**src/verilog/fspa_defs.svh**
```systemverilog
// Constants for the flash self-program access control block.
`ifndef FSPA_DEFS_SVH
`define FSPA_DEFS_SVH
`define FSPA_AW 13
`define FSPA_STALL_START 13'h1c00
`define FSPA_BOOT_START_3 13'h1f80
`define FSPA_BOOT_START_2 13'h1f00
`define FSPA_BOOT_START_1 13'h1e00
`define FSPA_BOOT_START_0 13'h1c00
`define FSPA_PG_LSB 6
`define FSPA_REG_CTRL 2'h0
`define FSPA_REG_STAT 2'h1
`define FSPA_REG_MASK 2'h2
`define FSPA_CTRL_EN 0
`define FSPA_CTRL_ERS 1
`define FSPA_CTRL_WRT 2
`define FSPA_CTRL_REEN 4
`define FSPA_CTRL_BUSY 6
`define FSPA_CTRL_WMASK 8'h07
`define FSPA_EV_DONE 0
`define FSPA_EV_REFUSE 1
`define FSPA_EV_BADRD 2
`define FSPA_EV_W 3
`define FSPA_LOCK_WR 0
`endif

```
**src/verilog/fspa_pkg.sv**
```systemverilog
// Types shared by the flash self-program access control block.
package fspa_pkg;
  typedef struct packed {
    logic [1:0] boot_size_fuses;
    logic [1:0] app_lock;
    logic [1:0] boot_lock;
  } fspa_fuse_t;
  typedef struct packed {
    logic erase;
    logic write;
    logic [6:0] page;
  } fspa_cmd_t;
  typedef enum logic [0:0] {
    FSPA_IDLE = 1'b0,
    FSPA_RUN = 1'b1
  } fspa_state_t;
endpackage

```
**src/verilog/fspa_top.sv**
```systemverilog
// Access control and CPU stall logic for flash self-programming.
`timescale 1ns/10ps
`include "fspa_defs.svh"

module fspa_top (
  // Clock and reset.
  input wire logic CLOCK_I,
  input wire logic RST_N_I,
  // Register port.
  input wire logic [1:0] REG_ADDR_I,
  input wire logic [7:0] REG_WDATA_I,
  input wire logic REG_WR_I,
  input wire logic REG_RD_I,
  output logic [7:0] REG_RDATA_O,
  // Fuse and lock pins.
  input wire fspa_pkg::fspa_fuse_t FUSE_I,
  // CPU core side.
  input wire logic SPM_REQ_I,
  input wire logic [`FSPA_AW-1:0] SPM_PC_I,
  input wire logic [`FSPA_AW-1:0] SPM_TGT_I,
  input wire logic FETCH_REQ_I,
  input wire logic [`FSPA_AW-1:0] FETCH_ADDR_I,
  output logic CPU_HALT_O,
  output logic CONC_BLOCK_O,
  // Flash array side.
  output fspa_pkg::fspa_cmd_t ARR_CMD_O,
  input wire logic ARR_DONE_I,
  // Interrupt.
  output logic IRQ_O
);
  import fspa_pkg::*;

  fspa_fuse_t fuse_s1_q;
  fspa_fuse_t fuse_q;
  fspa_state_t st_q, st_d;
  logic [7:0] ctrl_q, ctrl_d;
  logic busy_q, busy_d;
  logic halt_q, halt_d;
  fspa_cmd_t cmd_q, cmd_d;
  logic [`FSPA_EV_W-1:0] stat_q, stat_d;
  logic [`FSPA_EV_W-1:0] mask_q, mask_d;
  logic [`FSPA_EV_W-1:0] ev;
  logic [7:0] rdata_q, rdata_d;
  logic irq_q, irq_d;
  logic [`FSPA_AW-1:0] boot_start;
  logic pc_in_boot;
  logic tgt_in_boot;
  logic tgt_conc;
  logic want_op;
  logic locked;
  logic start_ok;
  logic page_load;
  logic reen_wr;

  // Fuse and lock pins come from outside the clock domain and pass two flops.
  always_ff @(posedge CLOCK_I or negedge RST_N_I) begin
    if (!RST_N_I) begin
      fuse_s1_q <= '0;
      fuse_q <= '0;
    end else begin
      fuse_s1_q <= FUSE_I;
      fuse_q <= fuse_s1_q;
    end
  end

  // Boot section start from the size fuses; every start is in the stalling section.
  always_comb begin
    case (fuse_q.boot_size_fuses)
      2'h3: boot_start = `FSPA_BOOT_START_3;
      2'h2: boot_start = `FSPA_BOOT_START_2;
      2'h1: boot_start = `FSPA_BOOT_START_1;
      default: boot_start = `FSPA_BOOT_START_0;
    endcase
  end

  // Section decode of the executing instruction and of the target page.
  assign pc_in_boot = (SPM_PC_I >= boot_start);
  assign tgt_in_boot = (SPM_TGT_I >= boot_start);
  assign tgt_conc = (SPM_TGT_I < `FSPA_STALL_START);
  assign want_op = ctrl_q[`FSPA_CTRL_EN] & (ctrl_q[`FSPA_CTRL_ERS] | ctrl_q[`FSPA_CTRL_WRT]);
  // A programmed write-lock bit of the section holding the target forbids the op.
  assign locked = tgt_in_boot ? ~fuse_q.boot_lock[`FSPA_LOCK_WR] :
                  ~fuse_q.app_lock[`FSPA_LOCK_WR];
  assign start_ok = SPM_REQ_I & (st_q == FSPA_IDLE) & pc_in_boot & want_op & ~locked;
  assign page_load = SPM_REQ_I & (st_q == FSPA_IDLE) & pc_in_boot & ctrl_q[`FSPA_CTRL_EN] & ~want_op;
  assign reen_wr = REG_WR_I & (REG_ADDR_I == `FSPA_REG_CTRL) & REG_WDATA_I[`FSPA_CTRL_REEN];

  // Next-state logic for the sequencer, the registers and the interrupt.
  always_comb begin
    st_d = st_q;
    ctrl_d = ctrl_q;
    busy_d = busy_q;
    halt_d = halt_q;
    cmd_d = '0;
    stat_d = stat_q;
    mask_d = mask_q;
    rdata_d = '0;
    ev = '0;
    // Register writes; status bits clear when written with one.
    if (REG_WR_I) begin
      case (REG_ADDR_I)
        `FSPA_REG_CTRL: ctrl_d = REG_WDATA_I & `FSPA_CTRL_WMASK;
        `FSPA_REG_STAT: stat_d = stat_q & ~REG_WDATA_I[`FSPA_EV_W-1:0];
        `FSPA_REG_MASK: mask_d = REG_WDATA_I[`FSPA_EV_W-1:0];
        default: ;
      endcase
    end
    // Register reads answer in the following cycle; unmapped reads give zero.
    if (REG_RD_I) begin
      case (REG_ADDR_I)
        `FSPA_REG_CTRL: begin
          rdata_d = ctrl_q;
          rdata_d[`FSPA_CTRL_BUSY] = busy_q;
        end
        `FSPA_REG_STAT: rdata_d = 8'(stat_q);
        `FSPA_REG_MASK: rdata_d = 8'(mask_q);
        default: rdata_d = '0;
      endcase
    end
    // Re-enable after completion, or a page load, clears the busy flag.
    if ((reen_wr && st_q == FSPA_IDLE) || page_load) begin
      busy_d = 1'b0;
    end
    case (st_q)
      FSPA_IDLE: begin
        if (SPM_REQ_I) begin
          // The op bits are consumed by every instruction issued while idle, taken or not.
          ctrl_d[`FSPA_CTRL_EN] = 1'b0;
          ctrl_d[`FSPA_CTRL_ERS] = 1'b0;
          ctrl_d[`FSPA_CTRL_WRT] = 1'b0;
          if (!pc_in_boot || (want_op && locked)) begin
            ev[`FSPA_EV_REFUSE] = 1'b1;
          end
          if (start_ok) begin
            // Whole-page command to the array.
            cmd_d.erase = ctrl_q[`FSPA_CTRL_ERS];
            cmd_d.write = ctrl_q[`FSPA_CTRL_WRT] & ~ctrl_q[`FSPA_CTRL_ERS];
            cmd_d.page = SPM_TGT_I[`FSPA_AW-1:`FSPA_PG_LSB];
            st_d = FSPA_RUN;
            if (tgt_conc) begin
              busy_d = 1'b1;
            end else begin
              halt_d = 1'b1;
            end
          end
        end
      end
      FSPA_RUN: begin
        if (ARR_DONE_I) begin
          st_d = FSPA_IDLE;
          halt_d = 1'b0;
          ev[`FSPA_EV_DONE] = 1'b1;
        end
      end
      default: st_d = FSPA_IDLE;
    endcase
    // A fetch or load from the blocked concurrent section is flagged.
    if (FETCH_REQ_I && busy_q && FETCH_ADDR_I < `FSPA_STALL_START) begin
      ev[`FSPA_EV_BADRD] = 1'b1;
    end
    // Events set after any clear, so a set in the clearing cycle wins.
    stat_d = stat_d | ev;
    irq_d = |(stat_d & mask_d);
  end

  // State registers.
  always_ff @(posedge CLOCK_I or negedge RST_N_I) begin
    if (!RST_N_I) begin
      st_q <= FSPA_IDLE;
      ctrl_q <= '0;
      busy_q <= 1'b0;
      halt_q <= 1'b0;
      cmd_q <= '0;
      stat_q <= '0;
      mask_q <= '0;
      rdata_q <= '0;
      irq_q <= 1'b0;
    end else begin
      st_q <= st_d;
      ctrl_q <= ctrl_d;
      busy_q <= busy_d;
      halt_q <= halt_d;
      cmd_q <= cmd_d;
      stat_q <= stat_d;
      mask_q <= mask_d;
      rdata_q <= rdata_d;
      irq_q <= irq_d;
    end
  end

  // Outputs come straight from flops; the block flag is the busy flag itself.
  assign REG_RDATA_O = rdata_q;
  assign CPU_HALT_O = halt_q;
  assign CONC_BLOCK_O = busy_q;
  assign ARR_CMD_O = cmd_q;
  assign IRQ_O = irq_q;
endmodule

```
**config.mk**
```make
export PLATFORM = sky130hd
export DESIGN_NAME = fspa_top
export DESIGN_NICKNAME = d
export VERILOG_FILES = /design/src/verilog/fspa_pkg.sv /design/src/verilog/fspa_top.sv
export VERILOG_INCLUDE_DIRS = /design/src /design/src/verilog
export SDC_FILE = /design/constraint.sdc
export NUM_CORES = 1
export LEC_CHECK = 0
export BUFFER_PORTS_ARGS = -buffer_cell sky130_fd_sc_hd__buf_4
export CAP_MARGIN = 20
export CORE_MARGIN = 5
export CORE_UTILIZATION = 45
export CTS_BUF_LIST = sky130_fd_sc_hd__clkbuf_2
export DETAILED_ROUTE_END_ITERATION = 8
export PLACE_DENSITY_LB_ADDON = 0.15
export SLEW_MARGIN = 0
export SYNTH_ARGS = -nofsm -noshare
export SYNTH_HDL_FRONTEND = slang
export SYNTH_SLANG_ARGS = --single-unit
```
**constraint.sdc**
```tcl
create_clock -name CLOCK_I -period 4 [get_ports CLOCK_I]
set_clock_uncertainty 0.1 [all_clocks]
set_input_delay 0.8 -clock CLOCK_I [delete_from_list [all_inputs] [get_ports CLOCK_I]]
set_output_delay 0.8 -clock CLOCK_I [all_outputs]
set_load 0.01 [all_outputs]
```
==> key figures, run 1 <==
Setup path
  – Crit. End Element: register
  – Critical-path top delay cell: o21ai_0
  – Worst-path cell chain: nor2_1 -> ha_1 -> nor4bb_1 -> and4_1 -> o21ai_0 -> nand2_1 -> o311ai_1
  – Crit path launch type: register
  – Crit path required time: 4.18 ns
  – CP max FO: 4
  – Arrival time at the worst endpoint: 2.66 ns
  – WS Path Type: register to register
  – CP max stage delay: 0.46 ns

Timing
  – Final setup viols: 0
  – Tmin final: 2.48 ns
  – Fin. Hold Viols: 0
  – Pins Over Slew Limit: 0
  – F_max: 403 MHz
  – RSZ-0062 raised after global routing: false
  – Worst-margin pin slew: 0.566 ns
  – Setup TNS: 0 ns
  – Slew headroom: 0.619
  – Fin crit share: 0.620

Drt
  – Initial DRC count: 51
  – Vias per cell: 4.99
  – Routed length per instance: 13.8 um
  – Antenna-violating nets left: 0
  – Aggregate routed wire length: 3.52 mm
  – Count of TritonRoute iterations in the first routing pass: 4
  – Drt drc: 0
  – Routed vias: 1273

Power
  – Pwr per Cell Area: 321 nW/um^2
  – Total leakage power: 1.12 nW
  – Worst vdd ir: 0.313 mV
  – Total power: 0.698 mW

Floorplan
  – DIE AREA: 4880 um^2
  – Ports: 82
  – Die X: 69.9 um
  – Die Height: 69.9 um
  – Row cnt: 21
  – Core Region: 3420 um^2
  – Initial core utilization: 0.472

Clock tree
  – CTS tree: built
  – Clk slew on worst S/H paths: 0.18 ns
  – Clock Tree Buf Depth: 2
  – Num CTS Buffers: 5
  – CTS resizes: 0
  – Clk_lat worst skew: 0.40 ns
  – CTS sink cnt: 34
  – Hold Buf Count CTS: 0
  – H-tree Lvls: 2
  – Post-CTS setup buffer count: 0
  – Cell at the root of the clock tree: clkbuf_2

Synth
  – Leading area contributor after synthesis: dfrtp_1
  – Ys flop type: dfrtp_1
  – Post-synthesis cell count: 142
  – Top cell type's share of synthesized area: 0.528
  – Synth area leaders: dfrtp_1 (53%), ha_1 (4.7%), nand2_1 (3.0%)
  – Count of different cell masters after synthesis: 45
  – Mapped Avg Cell Area: 11.4 um^2
  – Seq cells post-synth: 34
  – Async set-or-reset flop fraction in the synthesized netlist: 1.00
  – Post-synthesis sequential area ratio: 0.528
  – Yosys Warn Count: 0
  – Mapped Area: 1610 um^2
  – Number of synthesized flops with an enable pin: 0

Finish
  – Layout cell share with drive strength beyond 1: 0.421
  – Antenna cell count: 0
  – Final nets: 276
  – Most frequent cells in the layout: buf_4 (61), dfrtp_1 (34), nand2_1 (13), inv_1 (9)
  – Commonest non-fill, non-tap cell in the layout: buf_4
  – Area Overhead vs Synth: 34.7%
  – Fill cells: 310

Global routing
  – Vias in the first global route: 1400
  – Remaining Overflow, GRT: 0
  – Initial antenna violation count: 0
  – First-pass GRT wire length: 6.04 mm
  – Total GRT Usage: 0.156
  – Largest net degree at the start of global routing: 35

Placement
  – Final Wtd Congestion: 0.834
  – Input/output buffers: 61
  – Detail Placement HPWL: 2.85 mm

Run status
  – Status: finished, final reports clean

Worst hold path
  – Hold Path Class: input pin to async pin

Flow run
  – Max-Cap Viols: 0
logic make-up (layout without fill, tap and decap cells):
logic type / Yosys count / count (layout) / synth area share
AO/OA/AOI/OAI: 29 / 29 / 0.138
adder cells (fa/ha/maj): 6 / 6 / 0.0465
buffers and inverters: 14 / 78 / 0.0427
flip-flops: 34 / 34 / 0.528
multiplexers: 6 / 6 / 0.0388
other: 1 / 4 / 0.00233
AND/OR/NAND/NOR: 52 / 52 / 0.204
synthesized netlist by cell type, types with 2 or more instances:
cell type,number
a211oi_1,2
a21oi_1,7
and2_1,6
and2_2,6
and3b_1,2
buf_4,4
dfrtp_1,34
ha_1,6
inv_1,9
mux2_2,2
mux2i_1,4
nand2_1,13
nand3_1,3
nor2_1,7
nor2b_2,2
o21ai_0,5
or3b_4,2
registers in the layout, indices dropped and copies added (netlist names):
name	flops
stat_q	3
st_q	1
fuse_q	4
ARR_CMD_O	9
REG_RDATA_O	4
fuse_s1_q	4
IRQ_O	1
ctrl_q	3
mask_q	3
CONC_BLOCK_O	1
CPU_HALT_O	1
worst max-delay path, delay by kind of cell (launching register included):
family                     cells  cell delay (ns)
AOI/OAI and AO/OA              2             0.83
adders and majority gates      1             0.30
DFF                            1             0.43
and+or+nand+nor                4             0.71
per-layer routing:
layer | GRT usage | up-vias | share of wire
met1 | 0.180 | 595 | 0.40
met3 | 0.0531 | 11 | 0.072
met2 | 0.250 | 40 | 0.49
met4 | 0.0936 | 0 | 0.030
met5 | 0 | - | 0
li1 | - | 627 | -
where the power goes:
part | internal, mW | switching (mW)
clock network | 0.108 | 0.115
logic | 0.0573 | 0.0493
registers | 0.360 | 0.00803
total | 0.525 | 0.172
final timing paths:
kind / cells after the start / endpoint / slack, ns / from
setup / recovery: 7 / IRQ_O / 1.52 / fuse_q[5]
hold / removal: 1 / REG_RDATA_O[0] / 0.20 / RST_N_I
setup reg to reg: 7 / IRQ_O / 1.52 / fuse_q[5]
hold reg to reg: 0 / fuse_q[4] / 0.27 / fuse_s1_q[4]
max in group asynchronous: 1 / mask_q[2] / 3.29 / RST_N_I
min in group CLOCK_I: 0 / fuse_q[4] / 0.27 / fuse_s1_q[4]
per-stage QoR:
| step | instances | setup WS, ns | instance area (um^2) | hold WS (ns) | util |
|---|---|---|---|---|---|
| 6_report | 255 | 1.52 | 2170 | 0.205 | 0.636 |
| 5_1_grt | 255 | 1.42 | 2170 | 0.198 | 0.636 |
| 4_1_cts | 255 | 1.51 | 2170 | 0.211 | 0.636 |
| 3_5_place_dp | 247 | 1.18 | 2100 | 0.236 | 0.616 |
| 3_3_place_gp | 247 | 1.23 | 2100 | 0.233 | 0.616 |
| 2_1_floorplan | 145 | 1.50 | 1620 | 0.231 | - |
cell type report:
class	instances	area, um^2	area share
timing repair buffer	61	458	0.211
sequential	34	851	0.392
multi-input combinational	97	704	0.324
clock inverter	2	37.5	0.0173
tap	46	57.6	0.0265
inverter	9	33.8	0.0156
clock buffer	6	30.0	0.0138
Power figures use the tool's default switching activity.
==> inputs of run 2 (changes only) <==
==> constraint.sdc (replaced) <==
create_clock -name CLOCK_I -period 2.5 [get_ports CLOCK_I]
set_clock_uncertainty 0.1 [all_clocks]
set_input_delay 0.5 -clock CLOCK_I [delete_from_list [all_inputs] [get_ports CLOCK_I]]
set_output_delay 0.5 -clock CLOCK_I [all_outputs]
set_load 0.01 [all_outputs]
==> key figures, run 2 (same netlist as run 1, synthesis figures left out) <==
Timing
  – Pins Over Slew Limit: 0 (unchanged)
  – WHS: 0.142 ns (-0.0631 ns)
  – Setup TNS: 0 ns (unchanged)
  – Fin. Hold Viols: 0 (unchanged)
  – Setup slack after layout: 0.142 ns (-1.38 ns)
  – F_max: 424 MHz (+5.2%)
  – Final setup viols: 0 (unchanged)
  – RSZ-0062 raised after global routing: false
  – Tmin final: 2.36 ns (-0.122 ns)
  – Fin crit share: 0.943 (+0.323)

Setup path
  – CP Buf/Inv Count: 1 (+1)
  – R2R Path End: CPU_HALT_O
  – Crit path launch type: register
  – Crit. End Element: register
  – CP max FO: 2 (-2)
  – FF-to-FF path depth: 8 (+1)
  – WS Path Type: register to register
  – FF-to-FF Start: fuse_q[4]
  – Arrival time at the worst endpoint: 2.56 ns (-0.10 ns)
  – Critical path's top delay family: simple AND/OR/NAND/NOR gates
  – Worst Setup SP: fuse_q[4]
  – CP max stage delay: 0.44 ns (-0.02 ns)
  – Critical-path top delay cell: or3b_4
  – Crit path required time: 2.70 ns (-1.48 ns)
  – Worst-path cell chain: and2_1 -> ha_1 -> nor4b_2 -> a2111oi_2 -> or3b_4 -> a211oi_4 -> buf_4 -> a32o_2
  – FF-to-FF setup slack: 0.14 ns (-1.38 ns)

Placement
  – Detail Placement HPWL: 2.92 mm (+2.2%)
  – Input/output buffers: 61 (unchanged)
  – Pre-CTS WS: 0.0382 ns (-1.14 ns)
  – Placed inst area: 2130 um^2 (+1.4%)
  – Final Wtd Congestion: 0.831 (-0.37%)

Finish
  – Area Overhead vs Synth: 35.8%
  – Finished Core Util: 0.641 (+0.00549)
  – Largest register FFs: 9 (unchanged)
  – Antenna cell count: 0 (unchanged)
  – Most frequent cells in the layout: buf_4 (64), dfrtp_1 (34), nand2_1 (13), inv_1 (9), a21oi_1 (7)
  – Final nets: 281 (+1.8%)
  – Fin area: 2190 um^2 (+0.86%)
  – Layout cell share with drive strength beyond 1: 0.437 (+0.0156)
  – Fill cells: 296 (-4.5%)
  – Commonest non-fill, non-tap cell in the layout: buf_4

Floorplan
  – Die Height: 69.9 um (unchanged)
  – Row cnt: 21 (unchanged)
  – Initial core utilization: 0.472 (unchanged)
  – Ports: 82 (unchanged)
  – DIE AREA: 4880 um^2 (unchanged)
  – Die X: 69.9 um (unchanged)
  – Core Region: 3420 um^2 (unchanged)

Clock tree
  – Post-CTS setup buffer count: 0 (unchanged)
  – CTS tree: built
  – CTS sink cnt: 34 (unchanged)
  – Clk_lat worst skew: 0.36 ns (-0.04 ns)
  – H-tree Lvls: 2 (unchanged)
  – Cell at the root of the clock tree: clkbuf_2
  – Clock Tree Buf Depth: 2 (unchanged)
  – Num CTS Buffers: 5 (unchanged)
  – Clk slew on worst S/H paths: 0.14 ns (-0.04 ns)

Drt
  – Vias per cell: 5.05 (+1.2%)
  – Drt drc: 0 (unchanged)
  – Routed length per instance: 13.8 um (+0.19%)
  – Antenna-violating nets left: 0 (unchanged)
  – Count of TritonRoute iterations in the first routing pass: 4 (unchanged)
  – Initial DRC count: 36 (-29%)
  – Routed vias: 1309 (+2.8%)
  – Aggregate routed wire length: 3.59 mm (+1.8%)

Global routing
  – Largest net degree at the start of global routing: 35 (unchanged)
  – Initial antenna violation count: 0 (unchanged)
  – Remaining Overflow, GRT: 0 (unchanged)
  – Vias in the first global route: 1379 (-1.5%)
  – Total GRT Usage: 0.154 (-0.00202)
  – First-pass GRT wire length: 5.98 mm (-1.1%)

Worst hold path
  – Hold Path Class: input pin to register
  – HP Start: FUSE_I[0]
  – Hold path depth: 1
  – Hold path endpoint: fuse_s1_q[0]

Power
  – Total leakage power: 1.14 nW (+1.3%)
  – Worst vdd ir: 0.367 mV (+17%)
  – Pwr per Cell Area: 450 nW/um^2 (+40%)

Flow run
  – Max-Cap Viols: 0 (unchanged)

Run status
  – Status: finished, final reports clean
==> run 2: cell types whose count changed in the layout (fill, tap and decap cells not counted), sizes merged <==
cell,delta
bufinv,-1
clkinv,+2
buf,+4
dlygate4sd3,+1
clkinvlp,-1
clkbuf,-1
==> run 2: per-stage QoR <==
step                std cells  power (mW)
floorplan                 145       0.674
global placement          251       0.764
detailed placement        251       0.769
CTS                       259       0.998
global route              259        1.05
finish                    259       0.986
==> run 2: how the worst max path moves through the flow <==
stage                 endpoint  cells past startpoint  slack (ns)
floorplan           CPU_HALT_O                      6        0.30
global placement    CPU_HALT_O                      9        0.06
detailed placement  CPU_HALT_O                      9        0.04
CTS                 CPU_HALT_O                      8        0.09
global route        CPU_HALT_O                      8       0.004
finish              CPU_HALT_O                      8        0.14
==> run 2: worst reg2reg max path, stage by stage (launching register included) <==
cell,delay (ns)
dfrtp_1,0.41
and2_1,0.18
ha_1,0.27
nor4b_2,0.21
a2111oi_2,0.12
or3b_4,0.44
a211oi_4,0.27
buf_4,0.16
a32o_2,0.16
==> run 2: what timing repair did <==
action | in CTS | in global routing
hold buffers | 1 | 0
endpoints found under the setup margin | 0 | 8
hold endpoints to repair | 34 | 0
gates resized for setup | 0 | 3
==> run 2: layout make-up <==
cell class	instances	area [um^2]	area share
Sequential cell	34	851	0.388
Multi-Input combinational cell	97	712	0.325
Timing Repair Buffer	66	502	0.229
Tap cell	46	57.6	0.0263
Inverter	9	33.8	0.0154
Clock buffer	5	25.0	0.0114
Clock inverter	2	10.0	0.00457
==> run 2: where the power goes <==
| part | switching, mW | internal, mW | total [mW] | leakage, nW |
|---|---|---|---|---|
| clock | 0.164 | 0.0605 | 0.224 | 0.0286 |
| sequential | 0.0139 | 0.576 | 0.590 | 0.441 |
| combinational | 0.0786 | 0.0935 | 0.172 | 0.667 |
| total | 0.256 | 0.730 | 0.986 | 1.14 |
==> run 2: routing by layer <==
layer / GRT usage / routed length (um) / vias to the layer above / part of all wire
li1: - / - / 636 / -
met1: 0.178 / 1440 / 623 / 0.40
met2: 0.256 / 1850 / 46 / 0.52
met3: 0.0516 / 258 / 4 / 0.072
met4: 0.0745 / 38 / 0 / 0.011
met5: 0 / 0 / - / 0
==> inputs of run 3 (changes only) <==
--- a/config.mk
+++ b/config.mk
@@ -9,10 +9,11 @@
 export BUFFER_PORTS_ARGS = -buffer_cell sky130_fd_sc_hd__buf_4
 export CAP_MARGIN = 20
 export CORE_MARGIN = 5
-export CORE_UTILIZATION = 45
+export CORE_UTILIZATION = 35
 export CTS_BUF_LIST = sky130_fd_sc_hd__clkbuf_2
 export DETAILED_ROUTE_END_ITERATION = 8
 export PLACE_DENSITY_LB_ADDON = 0.15
+export RECOVER_POWER = 100
 export SLEW_MARGIN = 0
 export SYNTH_ARGS = -nofsm -noshare
 export SYNTH_HDL_FRONTEND = slang
==> key figures, run 3 (same netlist as run 1, synthesis figures left out) <==
Run status
  – Status: finished, final reports clean

Drt
  – Initial DRC count: 61 (+69%)
  – Routed vias: 1290 (-1.5%)
  – Drt drc: 0 (unchanged)
  – Count of TritonRoute iterations in the first routing pass: 6 (+2)
  – Routed length per instance: 14.2 um (+2.5%)
  – Vias per cell: 4.87 (-3.7%)
  – Antenna-violating nets left: 0 (unchanged)
  – Aggregate routed wire length: 3.76 mm (+4.9%)

Floorplan
  – Initial core utilization: 0.365 (-0.107)
  – Die X: 77.9 um (+11%)
  – DIE AREA: 6070 um^2 (+24%)
  – Ports: 82 (unchanged)
  – Row cnt: 24 (+14%)
  – Die Height: 77.9 um (+11%)
  – Core Region: 4410 um^2 (+29%)

Timing
  – Worst-margin pin slew: 0.818 ns
  – Slew headroom: 0.455
  – WHS: 0.157 ns (+0.0156 ns)
  – Pins Over Slew Limit: 0 (unchanged)
  – Setup slack after layout: 0.107 ns (-0.0350 ns)
  – Fin crit share: 0.957 (+0.0140)
  – Final setup viols: 0 (unchanged)
  – Tmin final: 2.39 ns (+0.0350 ns)
  – Setup TNS: 0 ns (unchanged)
  – Fin. Hold Viols: 0 (unchanged)
  – F_max: 418 MHz (-1.5%)
  – RSZ-0062 raised after global routing: false

Finish
  – Final nets: 281 (unchanged)
  – Antenna cell count: 0 (unchanged)
  – Largest register FFs: 9 (unchanged)
  – Commonest non-fill, non-tap cell in the layout: buf_4
  – Finished Core Util: 0.481 (-0.161)
  – Layout cell share with drive strength beyond 1: 0.338 (-0.0986)
  – Most frequent cells in the layout: buf_4 (42), dfrtp_1 (34), clkbuf_1 (18), nand2_1 (13), inv_1 (9)
  – Area Overhead vs Synth: 31.6%
  – Finished Layout Cells: 265 (+2.3%)
  – Fin area: 2120 um^2 (-3.1%)

Power
  – Total power: 0.989 mW (+0.32%)
  – Worst vdd ir: 0.216 mV (-41%)
  – Pwr per Cell Area: 466 nW/um^2 (+3.6%)
  – Total leakage power: 1.06 nW (-6.9%)

Clock tree
  – CTS tree: built
  – H-tree Lvls: 2 (unchanged)
  – Post-CTS setup buffer count: 0 (unchanged)
  – Clk slew on worst S/H paths: 0.14 ns (about the same)
  – Cell at the root of the clock tree: clkbuf_2
  – Clk_lat worst skew: 0.36 ns (about the same)
  – Clock Tree Buf Depth: 2 (unchanged)
  – Num CTS Buffers: 5 (unchanged)
  – CTS sink cnt: 34 (unchanged)

Global routing
  – Vias in the first global route: 1335 (-3.2%)
  – First-pass GRT wire length: 6.02 mm (+0.80%)
  – Remaining Overflow, GRT: 0 (unchanged)
  – Largest net degree at the start of global routing: 35 (unchanged)
  – Initial antenna violation count: 0 (unchanged)
  – Grt met1 use: 0.150 (-0.0277)
  – Grt met2 use: 0.201 (-0.0549)
  – Busiest layer in global routing: met2
  – Met3 Usage GRT: 0.0498 (-0.00188)
  – Total GRT Usage: 0.124 (-0.0299)

Worst hold path
  – Hold Path Class: input pin to register

Placement
  – Placed inst area: 2140 um^2 (+0.35%)
  – Pre-CTS WS: 0.0123 ns (-0.0259 ns)
  – Detail Placement HPWL: 3.04 mm (+4.2%)
  – Input/output buffers: 61 (unchanged)
  – Final Wtd Congestion: 0.839 (+0.88%)
  – Post-Place Cells: 257 (+2.4%)

Setup path
  – Arrival time at the worst endpoint: 2.60 ns (+0.04 ns)
  – Worst-path cell chain: and2_1 -> ha_1 -> nor4b_2 -> a2111oi_2 -> or3b_4 -> a211oi_4 -> buf_4 -> and2_2
  – Critical path's top delay family: simple AND/OR/NAND/NOR gates
  – CP max FO: 7 (+5)
  – CP Buf/Inv Count: 1 (unchanged)
  – WS Path Type: register to register
  – CP max stage delay: 0.44 ns (about the same)
  – Crit path required time: 2.71 ns (about the same)
  – Crit. End Element: register
  – Crit path launch type: register
  – Critical-path top delay cell: or3b_4

Flow run
  – Max-Cap Viols: 0 (unchanged)
## run 3: repair_timing
action	4_1_cts	5_1_grt
setup endpoints to repair	0	8
resized for setup	0	2
hold endpoints to repair	34	0
hold buffers	1	0
## run 3: worst paths after layout
kind | start | end | slack, ns | depth (start not counted)
setup / recovery | fuse_q[4] | ARR_CMD_O[5] | 0.11 | 8
hold / removal | FUSE_I[5] | fuse_s1_q[5] | 0.16 | 1
setup reg to reg | fuse_q[4] | ARR_CMD_O[5] | 0.11 | 8
hold reg to reg | fuse_s1_q[5] | fuse_q[5] | 0.27 | 0
max in group asynchronous | RST_N_I | ARR_CMD_O[1] | 1.14 | 2
min in group asynchronous | RST_N_I | mask_q[2] | 0.63 | 2
## run 3: layer usage
layer / vias to the layer above / wire [um] / share of wire
met3: 7 / 264 / 0.070
met5: - / 0 / 0
met1: 607 / 1530 / 0.41
met4: 0 / 78 / 0.021
met2: 38 / 1890 / 0.50
li1: 638 / - / -
## run 3: power by group
part	internal, mW	switching, mW	leakage, nW
Clock	0.0729	0.164	0.0291
Combinational	0.0850	0.0782	0.588
Sequential	0.576	0.0135	0.441
Total	0.733	0.255	1.06
## run 3: layout make-up
cell class,count,area (um^2)
fill,433,2290
sequential,34,851
multi-input combinational,97,709
inverter,9,33.8
timing repair buffer,66,428
tap,52,65.1
clock buffer,7,35.0
## run 3: worst register-to-register path: cells and delay by family (launching register included)
family / cells / cell delay (ns)
and+or+nand+nor: 4 / 1.01
AOI/OAI and AO/OA: 2 / 0.38
adders and majority gates: 1 / 0.26
DFF: 1 / 0.41
buffers and inverters: 1 / 0.18
